<file path="config.mk">
export PLATFORM = sky130hd
export DESIGN_NAME = dmapg_top
export DESIGN_NICKNAME = d
export VERILOG_FILES = /design/src/design/dmapg_pkg.sv /design/src/design/dmapg_pg_if.sv /design/src/design/dmapg_top.sv /design/src/design/dmapg_regs.sv /design/src/design/dmapg_amux.sv
export SDC_FILE = /design/constraint.sdc
export NUM_CORES = 1
export LEC_CHECK = 0
export BUFFER_PORTS_ARGS = -buffer_cell sky130_fd_sc_hd__buf_2
export CAP_MARGIN = 20
export CORE_ASPECT_RATIO = 2
export CORE_MARGIN = 4
export CORE_UTILIZATION = 40
export DETAILED_ROUTE_END_ITERATION = 12
export PLACE_DENSITY = 0.68
export SETUP_SLACK_MARGIN = 0.5
export SYNTH_ARGS = -nofsm -noshare
export SYNTH_HDL_FRONTEND = slang
export SYNTH_SLANG_ARGS = --single-unit
</file>
<file path="constraint.sdc">
create_clock -name MCLK -period 5.65 [get_ports MCLK]
set_clock_uncertainty 0.2 [all_clocks]
set_input_delay 0.8475 -clock MCLK [delete_from_list [all_inputs] [get_ports MCLK]]
set_output_delay 0.8475 -clock MCLK [all_outputs]
set_load 0.005 [all_outputs]
</file>
<file path="src/design/dmapg_pkg.sv">
// dma page address generator: shared constants, types and decode helpers
// assumes a 10-bit i/o address space and 8-bit page registers
package dmapg_pkg;

  // i/o offsets of the page registers
  localparam logic [9:0] PG_CH0_OFS = 10'h087;
  localparam logic [9:0] PG_CH1_OFS = 10'h083;
  localparam logic [9:0] PG_CH2_OFS = 10'h081;
  localparam logic [9:0] PG_CH3_OFS = 10'h082;
  localparam logic [9:0] PG_CH5_OFS = 10'h08B;
  localparam logic [9:0] PG_CH6_OFS = 10'h089;
  localparam logic [9:0] PG_CH7_OFS = 10'h08A;
  localparam logic [9:0] PG_REF_OFS = 10'h08F;

  // i/o decode windows
  localparam logic [9:0] IO_PAGE_LO = 10'h080;
  localparam logic [9:0] IO_PAGE_HI = 10'h09F;
  localparam logic [9:0] IO_PRI_LO = 10'h000;
  localparam logic [9:0] IO_PRI_HI = 10'h01F;
  localparam logic [9:0] IO_SEC_LO = 10'h0C0;
  localparam logic [9:0] IO_SEC_HI = 10'h0DF;

  // reset values and fixed slots
  localparam logic [7:0] PAGE_RST = 8'h00;
  localparam logic [7:0] RDATA_RST = 8'h00;
  localparam logic [2:0] REF_SLOT = 3'h4; // slot 4 holds refresh
  localparam logic [2:0] CASCADE_CH = 3'h4;
  localparam logic [23:0] ADDR_RST = 24'h000000;

  // kind of bus cycle the address is formed for
  typedef enum logic [1:0] {
    XF_NONE,
    XF_BYTE,
    XF_WORD,
    XF_REF
  } dmapg_xfer_t;

  // map an i/o address to {hit, slot}; slot equals channel, refresh in 4
  function automatic logic [3:0] dmapg_slot_of(input logic [9:0] a);
    case (a)
      PG_CH0_OFS: dmapg_slot_of = 4'h8;
      PG_CH1_OFS: dmapg_slot_of = 4'h9;
      PG_CH2_OFS: dmapg_slot_of = 4'hA;
      PG_CH3_OFS: dmapg_slot_of = 4'hB;
      PG_REF_OFS: dmapg_slot_of = 4'hC;
      PG_CH5_OFS: dmapg_slot_of = 4'hD;
      PG_CH6_OFS: dmapg_slot_of = 4'hE;
      PG_CH7_OFS: dmapg_slot_of = 4'hF;
      default: dmapg_slot_of = 4'h0;
    endcase
  endfunction : dmapg_slot_of

  // inclusive window compare
  function automatic logic dmapg_in(input logic [9:0] a,
                                    input logic [9:0] lo,
                                    input logic [9:0] hi);
    dmapg_in = (a >= lo) && (a <= hi);
  endfunction : dmapg_in

endpackage : dmapg_pkg

</file>
<file path="src/design/dmapg_pg_if.sv">
// page register file access: i/o write port, read port, transfer lookup
// assumes one clock; the top module drives the write, read and transfer slots, the register file the answers
`timescale 1ns/1ps
`default_nettype none
interface dmapg_pg_if;
  logic wr_en;
  logic [2:0] wr_slot;
  logic [7:0] wr_data;
  logic [2:0] rd_slot;
  logic [7:0] rd_data;
  logic [2:0] xf_slot;
  logic [7:0] xf_page;
  logic [63:0] all_pages;

  modport regs (input wr_en, wr_slot, wr_data, rd_slot, xf_slot,
                output rd_data, xf_page, all_pages);
  modport user (output wr_en, wr_slot, wr_data, rd_slot, xf_slot,
                input rd_data, xf_page, all_pages);
endinterface : dmapg_pg_if
`default_nettype wire

</file>
<file path="src/design/dmapg_top.sv">
// dma page address generator top: i/o decode, page access, address out
// assumes i/o strobes and dma controls are synchronous one-cycle samples
`timescale 1ns/1ps
`default_nettype none
module dmapg_top
  import dmapg_pkg::*;
(
  // clock and reset
  input wire logic MCLK,
  input wire logic RST_N,
  // processor i/o cycle
  input wire logic [9:0] IO_ADDR,
  input wire logic IO_WR,
  input wire logic IO_RD,
  input wire logic [7:0] IO_WDATA,
  // i/o answer and unit selects
  output logic [7:0] IO_RDATA,
  output logic IO_RVALID,
  output logic SEL_PAGE,
  output logic SEL_PRIMARY_DMA_UNIT,
  output logic SEL_SECONDARY_DMA_UNIT,
  // dma controls and controller addresses
  input wire logic DMA_ACTIVE,
  input wire logic [2:0] DMA_CH,
  input wire logic REFRESH,
  input wire logic [15:0] PRIMARY_DMA_UNIT_ADDR,
  input wire logic [15:0] SECONDARY_DMA_UNIT_ADDR,
  // system address
  output logic [23:0] SYS_ADDR,
  output logic UPPER_BYTE_SELECT,
  output logic ADDR_VALID,
  output logic CASCADE_CYCLE
);

  dmapg_pg_if pg ();

  logic io_cyc;
  logic [3:0] hit_slot;
  logic reg_hit;
  dmapg_xfer_t nxt_kind;
  logic [2:0] nxt_xslot;
  logic [23:0] nxt_addr;
  logic nxt_ube;
  logic [7:0] rdata_ff;
  logic rvalid_ff;
  logic sel_page_ff;
  logic sel_pri_ff;
  logic sel_sec_ff;
  logic [23:0] addr_ff;
  logic ube_ff;
  logic avalid_ff;
  logic cascade_ff;

  // i/o address decode
  assign io_cyc = IO_WR || IO_RD;
  assign hit_slot = dmapg_slot_of(IO_ADDR);
  assign reg_hit = hit_slot[3];

  // page file hookup
  assign pg.wr_en = IO_WR && reg_hit;
  assign pg.wr_slot = hit_slot[2:0];
  assign pg.wr_data = IO_WDATA;
  assign pg.rd_slot = hit_slot[2:0];
  assign pg.xf_slot = nxt_xslot;

  dmapg_regs u_regs (
    .clk(MCLK),
    .rst_n(RST_N),
    .pg(pg.regs)
  );

  // cycle kind: refresh wins over a channel transfer
  always_comb begin
    nxt_kind = XF_NONE;
    nxt_xslot = DMA_CH;
    if (REFRESH) begin
      nxt_kind = XF_REF;
      nxt_xslot = REF_SLOT;
    end else if (DMA_ACTIVE) begin
      if (DMA_CH < CASCADE_CH) begin
        nxt_kind = XF_BYTE; // primary unit channels
      end else if (DMA_CH != CASCADE_CH) begin
        nxt_kind = XF_WORD; // secondary unit channels
      end
    end
  end

  dmapg_amux u_amux (
    .kind(nxt_kind),
    .page(pg.xf_page),
    .pri_addr(PRIMARY_DMA_UNIT_ADDR),
    .sec_addr(SECONDARY_DMA_UNIT_ADDR),
    .addr(nxt_addr),
    .ube(nxt_ube)
  );

  // read answer, one cycle after the strobe
  always_ff @(posedge MCLK) begin
    if (!RST_N) begin
      rdata_ff <= RDATA_RST;
      rvalid_ff <= 1'b0;
    end else begin
      rvalid_ff <= IO_RD && reg_hit;
      if (IO_RD && reg_hit) begin
        rdata_ff <= pg.rd_data;
      end else begin
        rdata_ff <= RDATA_RST;
      end
    end
  end

  // unit chip selects for the current i/o cycle
  always_ff @(posedge MCLK) begin
    if (!RST_N) begin
      sel_page_ff <= 1'b0;
      sel_pri_ff <= 1'b0;
      sel_sec_ff <= 1'b0;
    end else begin
      sel_page_ff <= io_cyc && dmapg_in(IO_ADDR, IO_PAGE_LO, IO_PAGE_HI);
      sel_pri_ff <= io_cyc && dmapg_in(IO_ADDR, IO_PRI_LO, IO_PRI_HI);
      sel_sec_ff <= io_cyc && dmapg_in(IO_ADDR, IO_SEC_LO, IO_SEC_HI);
    end
  end

  // registered system address
  always_ff @(posedge MCLK) begin
    if (!RST_N) begin
      addr_ff <= ADDR_RST;
      ube_ff <= 1'b0;
      avalid_ff <= 1'b0;
    end else begin
      addr_ff <= nxt_addr;
      ube_ff <= nxt_ube;
      avalid_ff <= (nxt_kind != XF_NONE);
    end
  end

  // channel 4 only passes primary unit requests on; no address formed
  always_ff @(posedge MCLK) begin
    if (!RST_N) begin
      cascade_ff <= 1'b0;
    end else begin
      cascade_ff <= DMA_ACTIVE && !REFRESH && (DMA_CH == CASCADE_CH);
    end
  end

  // outputs straight from flops
  assign IO_RDATA = rdata_ff;
  assign IO_RVALID = rvalid_ff;
  assign SEL_PAGE = sel_page_ff;
  assign SEL_PRIMARY_DMA_UNIT = sel_pri_ff;
  assign SEL_SECONDARY_DMA_UNIT = sel_sec_ff;
  assign SYS_ADDR = addr_ff;
  assign UPPER_BYTE_SELECT = ube_ff;
  assign ADDR_VALID = avalid_ff;
  assign CASCADE_CYCLE = cascade_ff;
endmodule : dmapg_top
`default_nettype wire

</file>
<file path="src/design/dmapg_regs.sv">
// eight 8-bit page registers: seven channels plus refresh
// assumes writes come from decoded i/o cycles in the top module
`timescale 1ns/1ps
`default_nettype none
module dmapg_regs
  import dmapg_pkg::*;
(
  // clock and reset
  input wire logic clk,
  input wire logic rst_n,
  // access port
  dmapg_pg_if.regs pg
);

  logic [7:0] page_ff [8];

  // pages only change on an i/o write, never by a transfer
  always_ff @(posedge clk) begin
    if (!rst_n) begin
      for (int i = 0; i < 8; i++) begin
        page_ff[i] <= PAGE_RST;
      end
    end else if (pg.wr_en) begin
      page_ff[pg.wr_slot] <= pg.wr_data;
    end
  end

  // read and transfer lookups
  assign pg.rd_data = page_ff[pg.rd_slot];
  assign pg.xf_page = page_ff[pg.xf_slot];

  // flat view for hold checks
  always_comb begin
    for (int i = 0; i < 8; i++) begin
      pg.all_pages[i*8 +: 8] = page_ff[i];
    end
  end

endmodule : dmapg_regs
`default_nettype wire

</file>
<file path="src/design/dmapg_amux.sv">
// system address former: page joined with controller address
// assumes kind, page and addresses are stable inputs for one cycle
`timescale 1ns/1ps
`default_nettype none
module dmapg_amux
  import dmapg_pkg::*;
(
  // cycle kind and sources
  input wire dmapg_xfer_t kind,
  input wire logic [7:0] page,
  input wire logic [15:0] pri_addr,
  input wire logic [15:0] sec_addr,
  // formed address
  output logic [23:0] addr,
  output logic ube
);

  // byte cycles take a0 from the primary unit, word cycles shift left one
  always_comb begin
    case (kind)
      XF_BYTE, XF_REF: begin
        addr = {page, pri_addr};
        ube = ~pri_addr[0];
      end
      XF_WORD: begin
        addr = {page[7:1], sec_addr, 1'b0};
        ube = 1'b0;
      end
      default: begin
        addr = ADDR_RST;
        ube = 1'b0;
      end
    endcase
  end

endmodule : dmapg_amux
`default_nettype wire

</file>
==> Word-level counts from Yosys, hierarchy flattened <==
Memory sizes are Yosys's and may differ from the RTL's. A register that Yosys moved wholly into a read port is not among the register bits.
Cells that the tools add are included.
W data, S select, Z words.
{ "classes": {"bitwise": 1, "n_reduce_logical": 18, "n_mux": 14, "eq_ne": 13, "order_cmp": 7} }
{ "ops": {"columns": ["cell", "n"], "rows": [
  ["$eq A10 B8 Y1 const B", 8],
  ["$pmux W24 S2", 1],
  ["$pmux W4 S8", 1],
  ["$ge A10 B8 Y1 const B", 2],
  ["$le A10 B8 Y1 const B", 2],
  ["$ge A10 B1 Y1 const B", 1],
  ["$le A10 B5 Y1 const B", 1],
  ["$logic_and A1 B1 Y1", 10],
  ["$mux W2", 4],
  ["$mux W8", 1],
  ["$reduce_or A8 Y1", 1],
  ["$mux W3", 2],
  ["$mux W1", 5],
  ["$eq A2 B2 Y1 const B", 2],
  ["$reduce_and A2 Y1", 2],
  ["$eq A3 B3 Y1 const B", 1],
  ["$lt A3 B3 Y1 const B", 1],
  ["$ne A3 B3 Y1 const B", 1],
  ["$eq A2 B1 Y1 const B", 1],
  ["$logic_not A1 Y1", 2],
  ["$reduce_bool A2 Y1", 1],
  ["$reduce_or A2 Y1", 1],
  ["$logic_or A1 B1 Y1", 1],
  ["$not A1 Y1", 1]
]} }
{ "word_totals": {"output_inout_bits": 39, "ramBits": 64, "regBits": 31, "mem_count": 1, "input_bits": 59, "word_cells": 62} }
{ "mem_list": {"columns": ["name", "words", "word_bits", "rd", "rd_ports_with_merged_regs", "write_ports", "line", "source"], "rows": [
  ["u_regs.page_ff", 8, 8, 2, 1, 8, "dmapg_regs.sv:15", "logic [7:0] page_ff [8];"]
]} }

==> Logic depth before layout (Yosys ltp) <==
Gate-level depths: netlist of the first run.
{ "depth": {"word_depth": 8, "ltp_mapped": 6, "ltp_nobuf": 4} }

==> Cells and area by module <==
Synthesis of the first run repeated with hierarchy kept, for this count alone.
{ "unflattened": {"cells_unflattened": 363, "area_unflattened_um2": 5047.3} }
{ "modules_own_cells": {"columns": ["module", "seq_area_each_um2", "instances", "cells_per_inst", "area_per_inst_um2"], "rows": [
  ["dmapg_regs", 1921.8, 1, 223, 3523.4],
  ["dmapg_top", 780.7, 1, 109, 1287.5],
  ["dmapg_amux", 0.0, 1, 31, 236.5]
]} }

==> Worst setup path after synthesis of the first run <==
OpenSTA, ideal clock, no wires.
{ "synth_path": {"kind": "input port to flip-flop", "startpoint": "input IO_ADDR[4]", "endpoint": "memory u_regs.page_ff[2][0] (enable)", "setup_slack_ps": 2693, "arrival_ps": 2383, "stages": 3, "setup_ps": 374, "required_time_ps": 5076, "path_cell_list": "or4b_4 or4_4 o21ai_1"} }
{ "synth_lines": {"columns": ["element", "line", "source"], "rows": [
  ["start, declared", "dmapg_top.sv:12", "input wire logic [9:0] IO_ADDR,"],
  ["end, declared", "dmapg_regs.sv:15", null]
]} }

==> results.toml, run 1 <==
[floorplan]
rows = 57
start_util_pct = 40.54
die_x_microns = 86.38
io_pins = 98
dieArea_sq_mm = 0.01423
core_sq_mm = 0.01212
die-height_microns = 164.8

[power]
comb_power_share_pct = 9.5
sw_frac_of_total_pct = 24.17
p_clk_share_pct = 38.5
switchingPower_uw = 396.9
ir_worst_vdd_mv = 0.2115
seq_power_share_pct = 52.0
power_density_mw_per_mm2 = 283.0
p_leak_uw = 0.002317
internal_power_uw = 1245

[critical_path]
reg2reg_depth = 4
crit-reg2reg-capture = "IO_RDATA[3]$_SDFF_PN0_"
crit_type = "primary input to flop"
required_ps = 5460
cp_top_family = "simple AND/OR/NAND/NOR gates"
setup.worst_path.start_class = "primary input"
slowest_stage = "nor4b_4"
path_buf_inv = 2
cp.arrival_ps = 3080
end_kind = "flop"
slowest_delay_ps = 730
crit_path_cell_trace = "buf_2 > nor4b_4 > nand4_1 > buf_4 > nor3_1 > nand2b_1"
path_max_fanout = 18
r2r_slack_ps = 3790
reg2reg_from = "u_regs.page_ff[7][3]$_SDFFCE_PN0P_"

[yosys]
synthFlopType = "edfxtp_1"
ys_seq_area_share_pct = 54.99
yosysUniqueCellTypes = 50
yosys_warnings = 0
postSynthAreaPerCell_sq_um = 11.70
synth-seq-cells = 103
synthCells = 420
synth_edf_count = 64
async_flop_share_pct = 0
synth_area_sq_mm = 0.004915
syn-num-nets = 479

[timing]
worst_pin_slew_ps = 964.3
timing.hold.ws_ps = 407.0
finalSetupViolCount = 0
fmax_mhz = 305.6
final.period_utilization_pct = 57.92
hold_violations = 0
slew_headroom_pct = 35.58
finalMaxSlewViolations = 0
setup_tns_ps = 0
min_period_ps = 3272
rsz0062_at_grt = "false"

[routing]
drc = 0
viasPerCell = 5.702
ant_nets = 0
wirelength_microns = 14660
drtPass1Iterations = 4
vias = 3752
drt_iter0_markers = 330
wl_per_cell_microns = 22.28

[clocking]
cts-root-buf = "clkbuf_16"
cts.clk_slew.worst_paths_ps = 70
clk_latency_ps = 340
cts_hold_buf = 0
cts.path.max_buffers = 2
post-cts-setup-buffers = 0
cts_buffers = 9
cts_resized = 0
htree_levels = 3
cts_sinks = 103
cts_tree = "built"

[finish]
layout_commonest_cell = "buf_2"
syn2layout_area_growth_pct = 18.08
fill_cells = 1121
layout_common_cells = "buf_2 (97), and2_1 (65), edfxtp_1 (64)"
drive_above_1_share_pct = 27.59
insertedDiodeCount = 0
final_nets = 565
fin_cells = 658

[hold_path]
hold_path_depth = 2
hold_path_startpoint = "u_regs.page_ff[0][7]$_SDFFCE_PN0P_"
min_to = "IO_RDATA[7]$_SDFF_PN0_"
min_path_type = "flop to flop"

[global_route]
grt_pass1_wl_microns = 21410
grt_antenna_before_repair = 0
grt_pass1_vias = 3744
grt_overflow_total = 0
grt_max_degree = 36
track_usage_pct = 20.81

[run]
drv_cap = 0

[placement]
finalWeightedCongestion = 0.8906
dpl.cell_count = 642
io_buffer_count = 97
dp_hpwl_microns = 11540

[status]
status = "completed"
kinds of logic after synthesis:
family | after synthesis | share of synthesized area, %
simple gates | 173 | 21.97
buf+inv | 38 | 3.029
flops | 103 | 54.99
xor+xnor | 1 | 0.1782
fa+ha+maj | 1 | 0.2037
mux | 15 | 6.390
compound gates | 89 | 13.24
flip-flops by register name, indices dropped and copies added (netlist names):
| signal | count |
|---|---|
| u_regs.page_ff | 64 |
| SYS_ADDR | 24 |
| IO_RVALID | 1 |
| IO_RDATA | 8 |
| SEL_PAGE | 1 |
| ADDR_VALID | 1 |
| UPPER_BYTE_SELECT | 1 |
| CASCADE_CYCLE | 1 |
| SEL_PRIMARY_DMA_UNIT | 1 |
| SEL_SECONDARY_DMA_UNIT | 1 |
power groups by stage:
stage	logic (uW)	registers, uW	clock network (uW)
after floorplan	87.3	860	0
after global placement	155	870	0
after detailed placement	157	870	0
after CTS	158	853	644
after global routing	170	856	667
final	157	854	632
Yosys cell counts (all sizes together) (2+ instances only):
master  count  area, sq um
and2       65        406.6
edfxtp     64         1922
dfxtp      39        780.8
nand2      39        146.4
a21oi      18        90.09
clkbuf     17        63.81
inv        15        56.31
mux4       13        292.8
nor2       12        60.06
nor3       12        80.08
a22o       10        87.58
a21boi      9        67.57
and3        9        56.30
o211ai      9        67.56
a311o       8        80.08
a31oi       8        50.05
o311ai      8        70.07
or4bb       8        90.09
nand2b      7        43.79
buf         6        28.77
nor2b       6        37.54
a22oi       5        37.54
o21ai       5        25.02
nand3       3        27.53
nor3b       3        22.52
a21o        2        15.01
nand4       2        12.51
nor4b       2        47.55
o21bai      2        15.01
area by class of cell:
| type | instances | area, sq um | share of cell area (%) |
|---|---|---|---|
| Sequential cell | 103 | 2703 | 46.57 |
| Multi-Input combinational cell | 279 | 2063 | 35.55 |
| Timing Repair Buffer | 98 | 493.0 | 8.495 |
| Clock buffer | 9 | 225.2 | 3.881 |
| Tap cell | 147 | 183.9 | 3.169 |
| Clock inverter | 7 | 78.83 | 1.358 |
| Inverter | 15 | 56.30 | 0.9702 |
how the worst max path moves through the flow:
stage	from	to	slack [ps]	depth (start not counted)
after floorplan	IO_ADDR[4]	u_regs.page_ff[2][0]$_SDFFCE_PN0P_	2690	3
after global routing	IO_ADDR[8]	u_regs.page_ff[0][4]$_SDFFCE_PN0P_	2190	6
after detailed placement	IO_ADDR[8]	u_regs.page_ff[0][3]$_SDFFCE_PN0P_	2060	6
final	IO_ADDR[8]	u_regs.page_ff[0][3]$_SDFFCE_PN0P_	2380	6
after global placement	IO_ADDR[8]	u_regs.page_ff[0][2]$_SDFFCE_PN0P_	2190	6
after CTS	IO_ADDR[8]	u_regs.page_ff[0][3]$_SDFFCE_PN0P_	2430	6
per-layer routing:
metal / GRT usage [%] / vias up / wire, microns / part of all wire, %
met3: 3.395 / 47 / 1081 / 7.4
met4: 13.55 / 0 / 983 / 6.7
met1: 19.88 / 1782 / 4619 / 32
met2: 39.47 / 195 / 7975 / 54
li1: - / 1728 / - / -
met5: 0 / - / 0 / 0
worst min-delay path, cell delays in order, from the launching register on:
cell and delay, ps:
edfxtp_1 400, nand2_1 80, a31oi_1 70
stage by stage:
step	worst slack, ps	utilization, %	cell area, sq um	total power, uW
after floorplan	2693	-	4915	947.3
after global placement	2188	45.36	5499	1025
after detailed placement	2064	45.36	5499	1027
after CTS	2433	47.86	5803	1654
after global routing	2193	47.86	5803	1693
final	2378	47.86	5803	1642
No activity file was read; power rests on OpenSTA's default activity.
==> inputs of run 2 (changes only) <==
--- a/config.mk
+++ b/config.mk
@@ -5,13 +5,14 @@
 export SDC_FILE = /design/constraint.sdc
 export NUM_CORES = 1
 export LEC_CHECK = 0
+export ABC_AREA = 1
 export BUFFER_PORTS_ARGS = -buffer_cell sky130_fd_sc_hd__buf_2
 export CAP_MARGIN = 20
 export CORE_ASPECT_RATIO = 2
 export CORE_MARGIN = 4
 export CORE_UTILIZATION = 40
 export DETAILED_ROUTE_END_ITERATION = 12
-export PLACE_DENSITY = 0.68
+export PLACE_DENSITY = 0.7
 export SETUP_SLACK_MARGIN = 0.5
 export SYNTH_ARGS = -nofsm -noshare
 export SYNTH_HDL_FRONTEND = slang
==> constraint.sdc (replaced) <==
create_clock -name MCLK -period 2.9 [get_ports MCLK]
set_clock_uncertainty 0.2 [all_clocks]
set_input_delay 0.435 -clock MCLK [delete_from_list [all_inputs] [get_ports MCLK]]
set_output_delay 0.435 -clock MCLK [all_outputs]
set_load 0.005 [all_outputs]
==> results.toml, run 2 <==
[status]
status = "completed"

[placement]
dp_hpwl_microns = 11230
finalWeightedCongestion = 0.8691
io_buffer_count = 97

[routing]
vias = 4262
ant_nets = 0
wl_per_cell_microns = 16.80
viasPerCell = 5.062
top_layer = "met4"
drt_iter0_markers = 341
wirelength_microns = 14140
drtPass1Iterations = 5
wl_met2_microns = 7649
met1_length_microns = 4654
wl_met3_microns = 972
drc = 0

[finish]
seq_area_sq_mm = 0.002703
fill_cells = 1172
layout_commonest_cell = "nand2_1"
drive_above_1_share_pct = 21.87
insertedDiodeCount = 0
syn2layout_area_growth_pct = 18.92
multi_input_area_sq_mm = 0.001848
top_register = "u_regs.page_ff"
layout_common_cells = "nand2_1 (136), buf_2 (97), inv_1 (91)"
largest_reg_flops = 64
utilization_pct = 48.83
final_nets = 749

[power]
p_clk_share_pct = 39.4
switchingPower_uw = 800.6
p_leak_uw = 0.002970
ir_worst_vdd_mv = 0.5943
power_density_mw_per_mm2 = 540.6
total_power_uw = 3219
comb_power_share_pct = 9.5
seq_power_share_pct = 51.1
internal_power_uw = 2418
sw_frac_of_total_pct = 24.87

[clocking]
clk_latency_ps = 360
htree_levels = 3
cts.clk_slew.worst_paths_ps = 70
cts_buffers = 9
cts.path.max_buffers = 2
cts_tree = "built"
cts_resized = 0
cts_hold_buf = 0
post-cts-setup-buffers = 0
cts-root-buf = "clkbuf_16"
cts_sinks = 103

[floorplan]
io_pins = 98
dieArea_sq_mm = 0.01448
start_util_pct = 41.06
rows = 57
core_sq_mm = 0.01220
die-height_microns = 166.2
die_x_microns = 87.12

[critical_path]
setup.worst_path.start_class = "primary input"
end_kind = "flop"
slowest_delay_ps = 270
required_ps = 2730
path_buf_inv = 2
cp_top_family = "simple AND/OR/NAND/NOR gates"
cp.arrival_ps = 1840
crit_type = "primary input to flop"
slowest_stage = "nand2_1"
path_max_fanout = 9
crit_path_cell_trace = "buf_2 > nor2_4 > nand2_2 > nor2_4 > inv_2 > nand2_4 > nand3_4 > nor2_8 > nand2_4 > nand2_1"

[yosys]
async_flop_share_pct = 0
syn-num-nets = 650
synth.most_common_cell = "nand2_1"
yosysUniqueCellTypes = 31
yosys.area.top_type = "edfxtp_1"
synth_edf_count = 64
synth_commonest_cells = "nand2_1 (136), inv_1 (91), nor2_1 (90), edfxtp_1 (64), nand3_1 (41)"
synth_area_sq_mm = 0.005007
yosysTopAreaCellShare_pct = 38.38
ys_seq_area_share_pct = 53.97
synth-seq-cells = 103
yosys_warnings = 0
synthCells = 591
synthFlopType = "edfxtp_1"
synthTopCellsByArea = "edfxtp_1 (38%), dfxtp_1 (16%), nand2_1 (10%), inv_1 (6.8%), nor2_1 (6.7%)"
postSynthAreaPerCell_sq_um = 8.473

[global_route]
grt_max_degree = 34
grt_overflow_total = 0
track_usage_pct = 19.63
grt_antenna_before_repair = 0
grt_pass1_vias = 4244
grt_pass1_wl_microns = 21610

[timing]
final.period_utilization_pct = 69.29
fmax_mhz = 497.6
min_period_ps = 2010
timing.hold.ws_ps = 50.16
worst_pin_slew_ps = 660.1
slew_headroom_pct = 55.89
setup_tns_ps = 0
finalMaxSlewViolations = 0
finalSetupViolCount = 0
hold_violations = 0
rsz0062_at_grt = "false"

[hold_path]
min_path_type = "primary input to flop"

[run]
drv_cap = 0
[run 2: per-layer routing]
metal,vias up,GRT usage [%]
met5,-,0
met4,0,11.76
met3,46,3.674
met2,195,36.74
met1,1929,18.88
li1,2092,-
[run 2: cells by family (layout without fill, tap and decap cells)]
family | Yosys count | in the layout | synth area share [%]
buffers and inverters | 112 | 216 | 9.120
AOI/OAI and AO/OA | 78 | 78 | 8.996
DFF | 103 | 103 | 53.97
and+or+nand+nor | 298 | 298 | 27.91
[run 2: final cells by class]
| cell class | instances | area share (%) |
|---|---|---|
| repair buffers | 105 | 9.162 |
| well taps | 147 | 3.089 |
| flip-flops and latches | 103 | 45.39 |
| inverters | 95 | 6.031 |
| clock buffers | 9 | 3.782 |
| clock inverters | 7 | 1.513 |
| multi-input cells | 376 | 31.04 |
[run 2: final timing paths]
check,to,startpoint,slack (ps),depth (start not counted)
worst min register to register,SYS_ADDR[16]$_SDFF_PN0_,u_regs.page_ff[4][0]$_SDFFCE_PN0P_,400,2
worst min-delay path,UPPER_BYTE_SELECT$_SDFF_PN0_,PRIMARY_DMA_UNIT_ADDR[0],50,2
worst max-delay path,u_regs.page_ff[5][4]$_SDFFCE_PN0P_,IO_ADDR[5],890,10
worst max register to register,SYS_ADDR[17]$_SDFF_PN0_,u_regs.page_ff[0][1]$_SDFFCE_PN0P_,1320,4
[run 2: power groups by stage]
stage,Sequential (uW),Clock (uW),Combinational [uW]
after floorplan,1670,0,164
after detailed placement,1680,0,304
final,1640,1270,307
after global placement,1680,0,300
after CTS,1640,1270,305
after global routing,1650,1340,339
[run 2: stage by stage]
stage	setup slack [ps]	cell area, sq um	std cells
2_1_floorplan	821.8	5007	591
3_3_place_gp	570.5	5639	826
3_5_place_dp	510.6	5639	826
4_1_cts	875.7	5954	842
5_1_grt	762.9	5954	842
6_report	890.5	5954	842
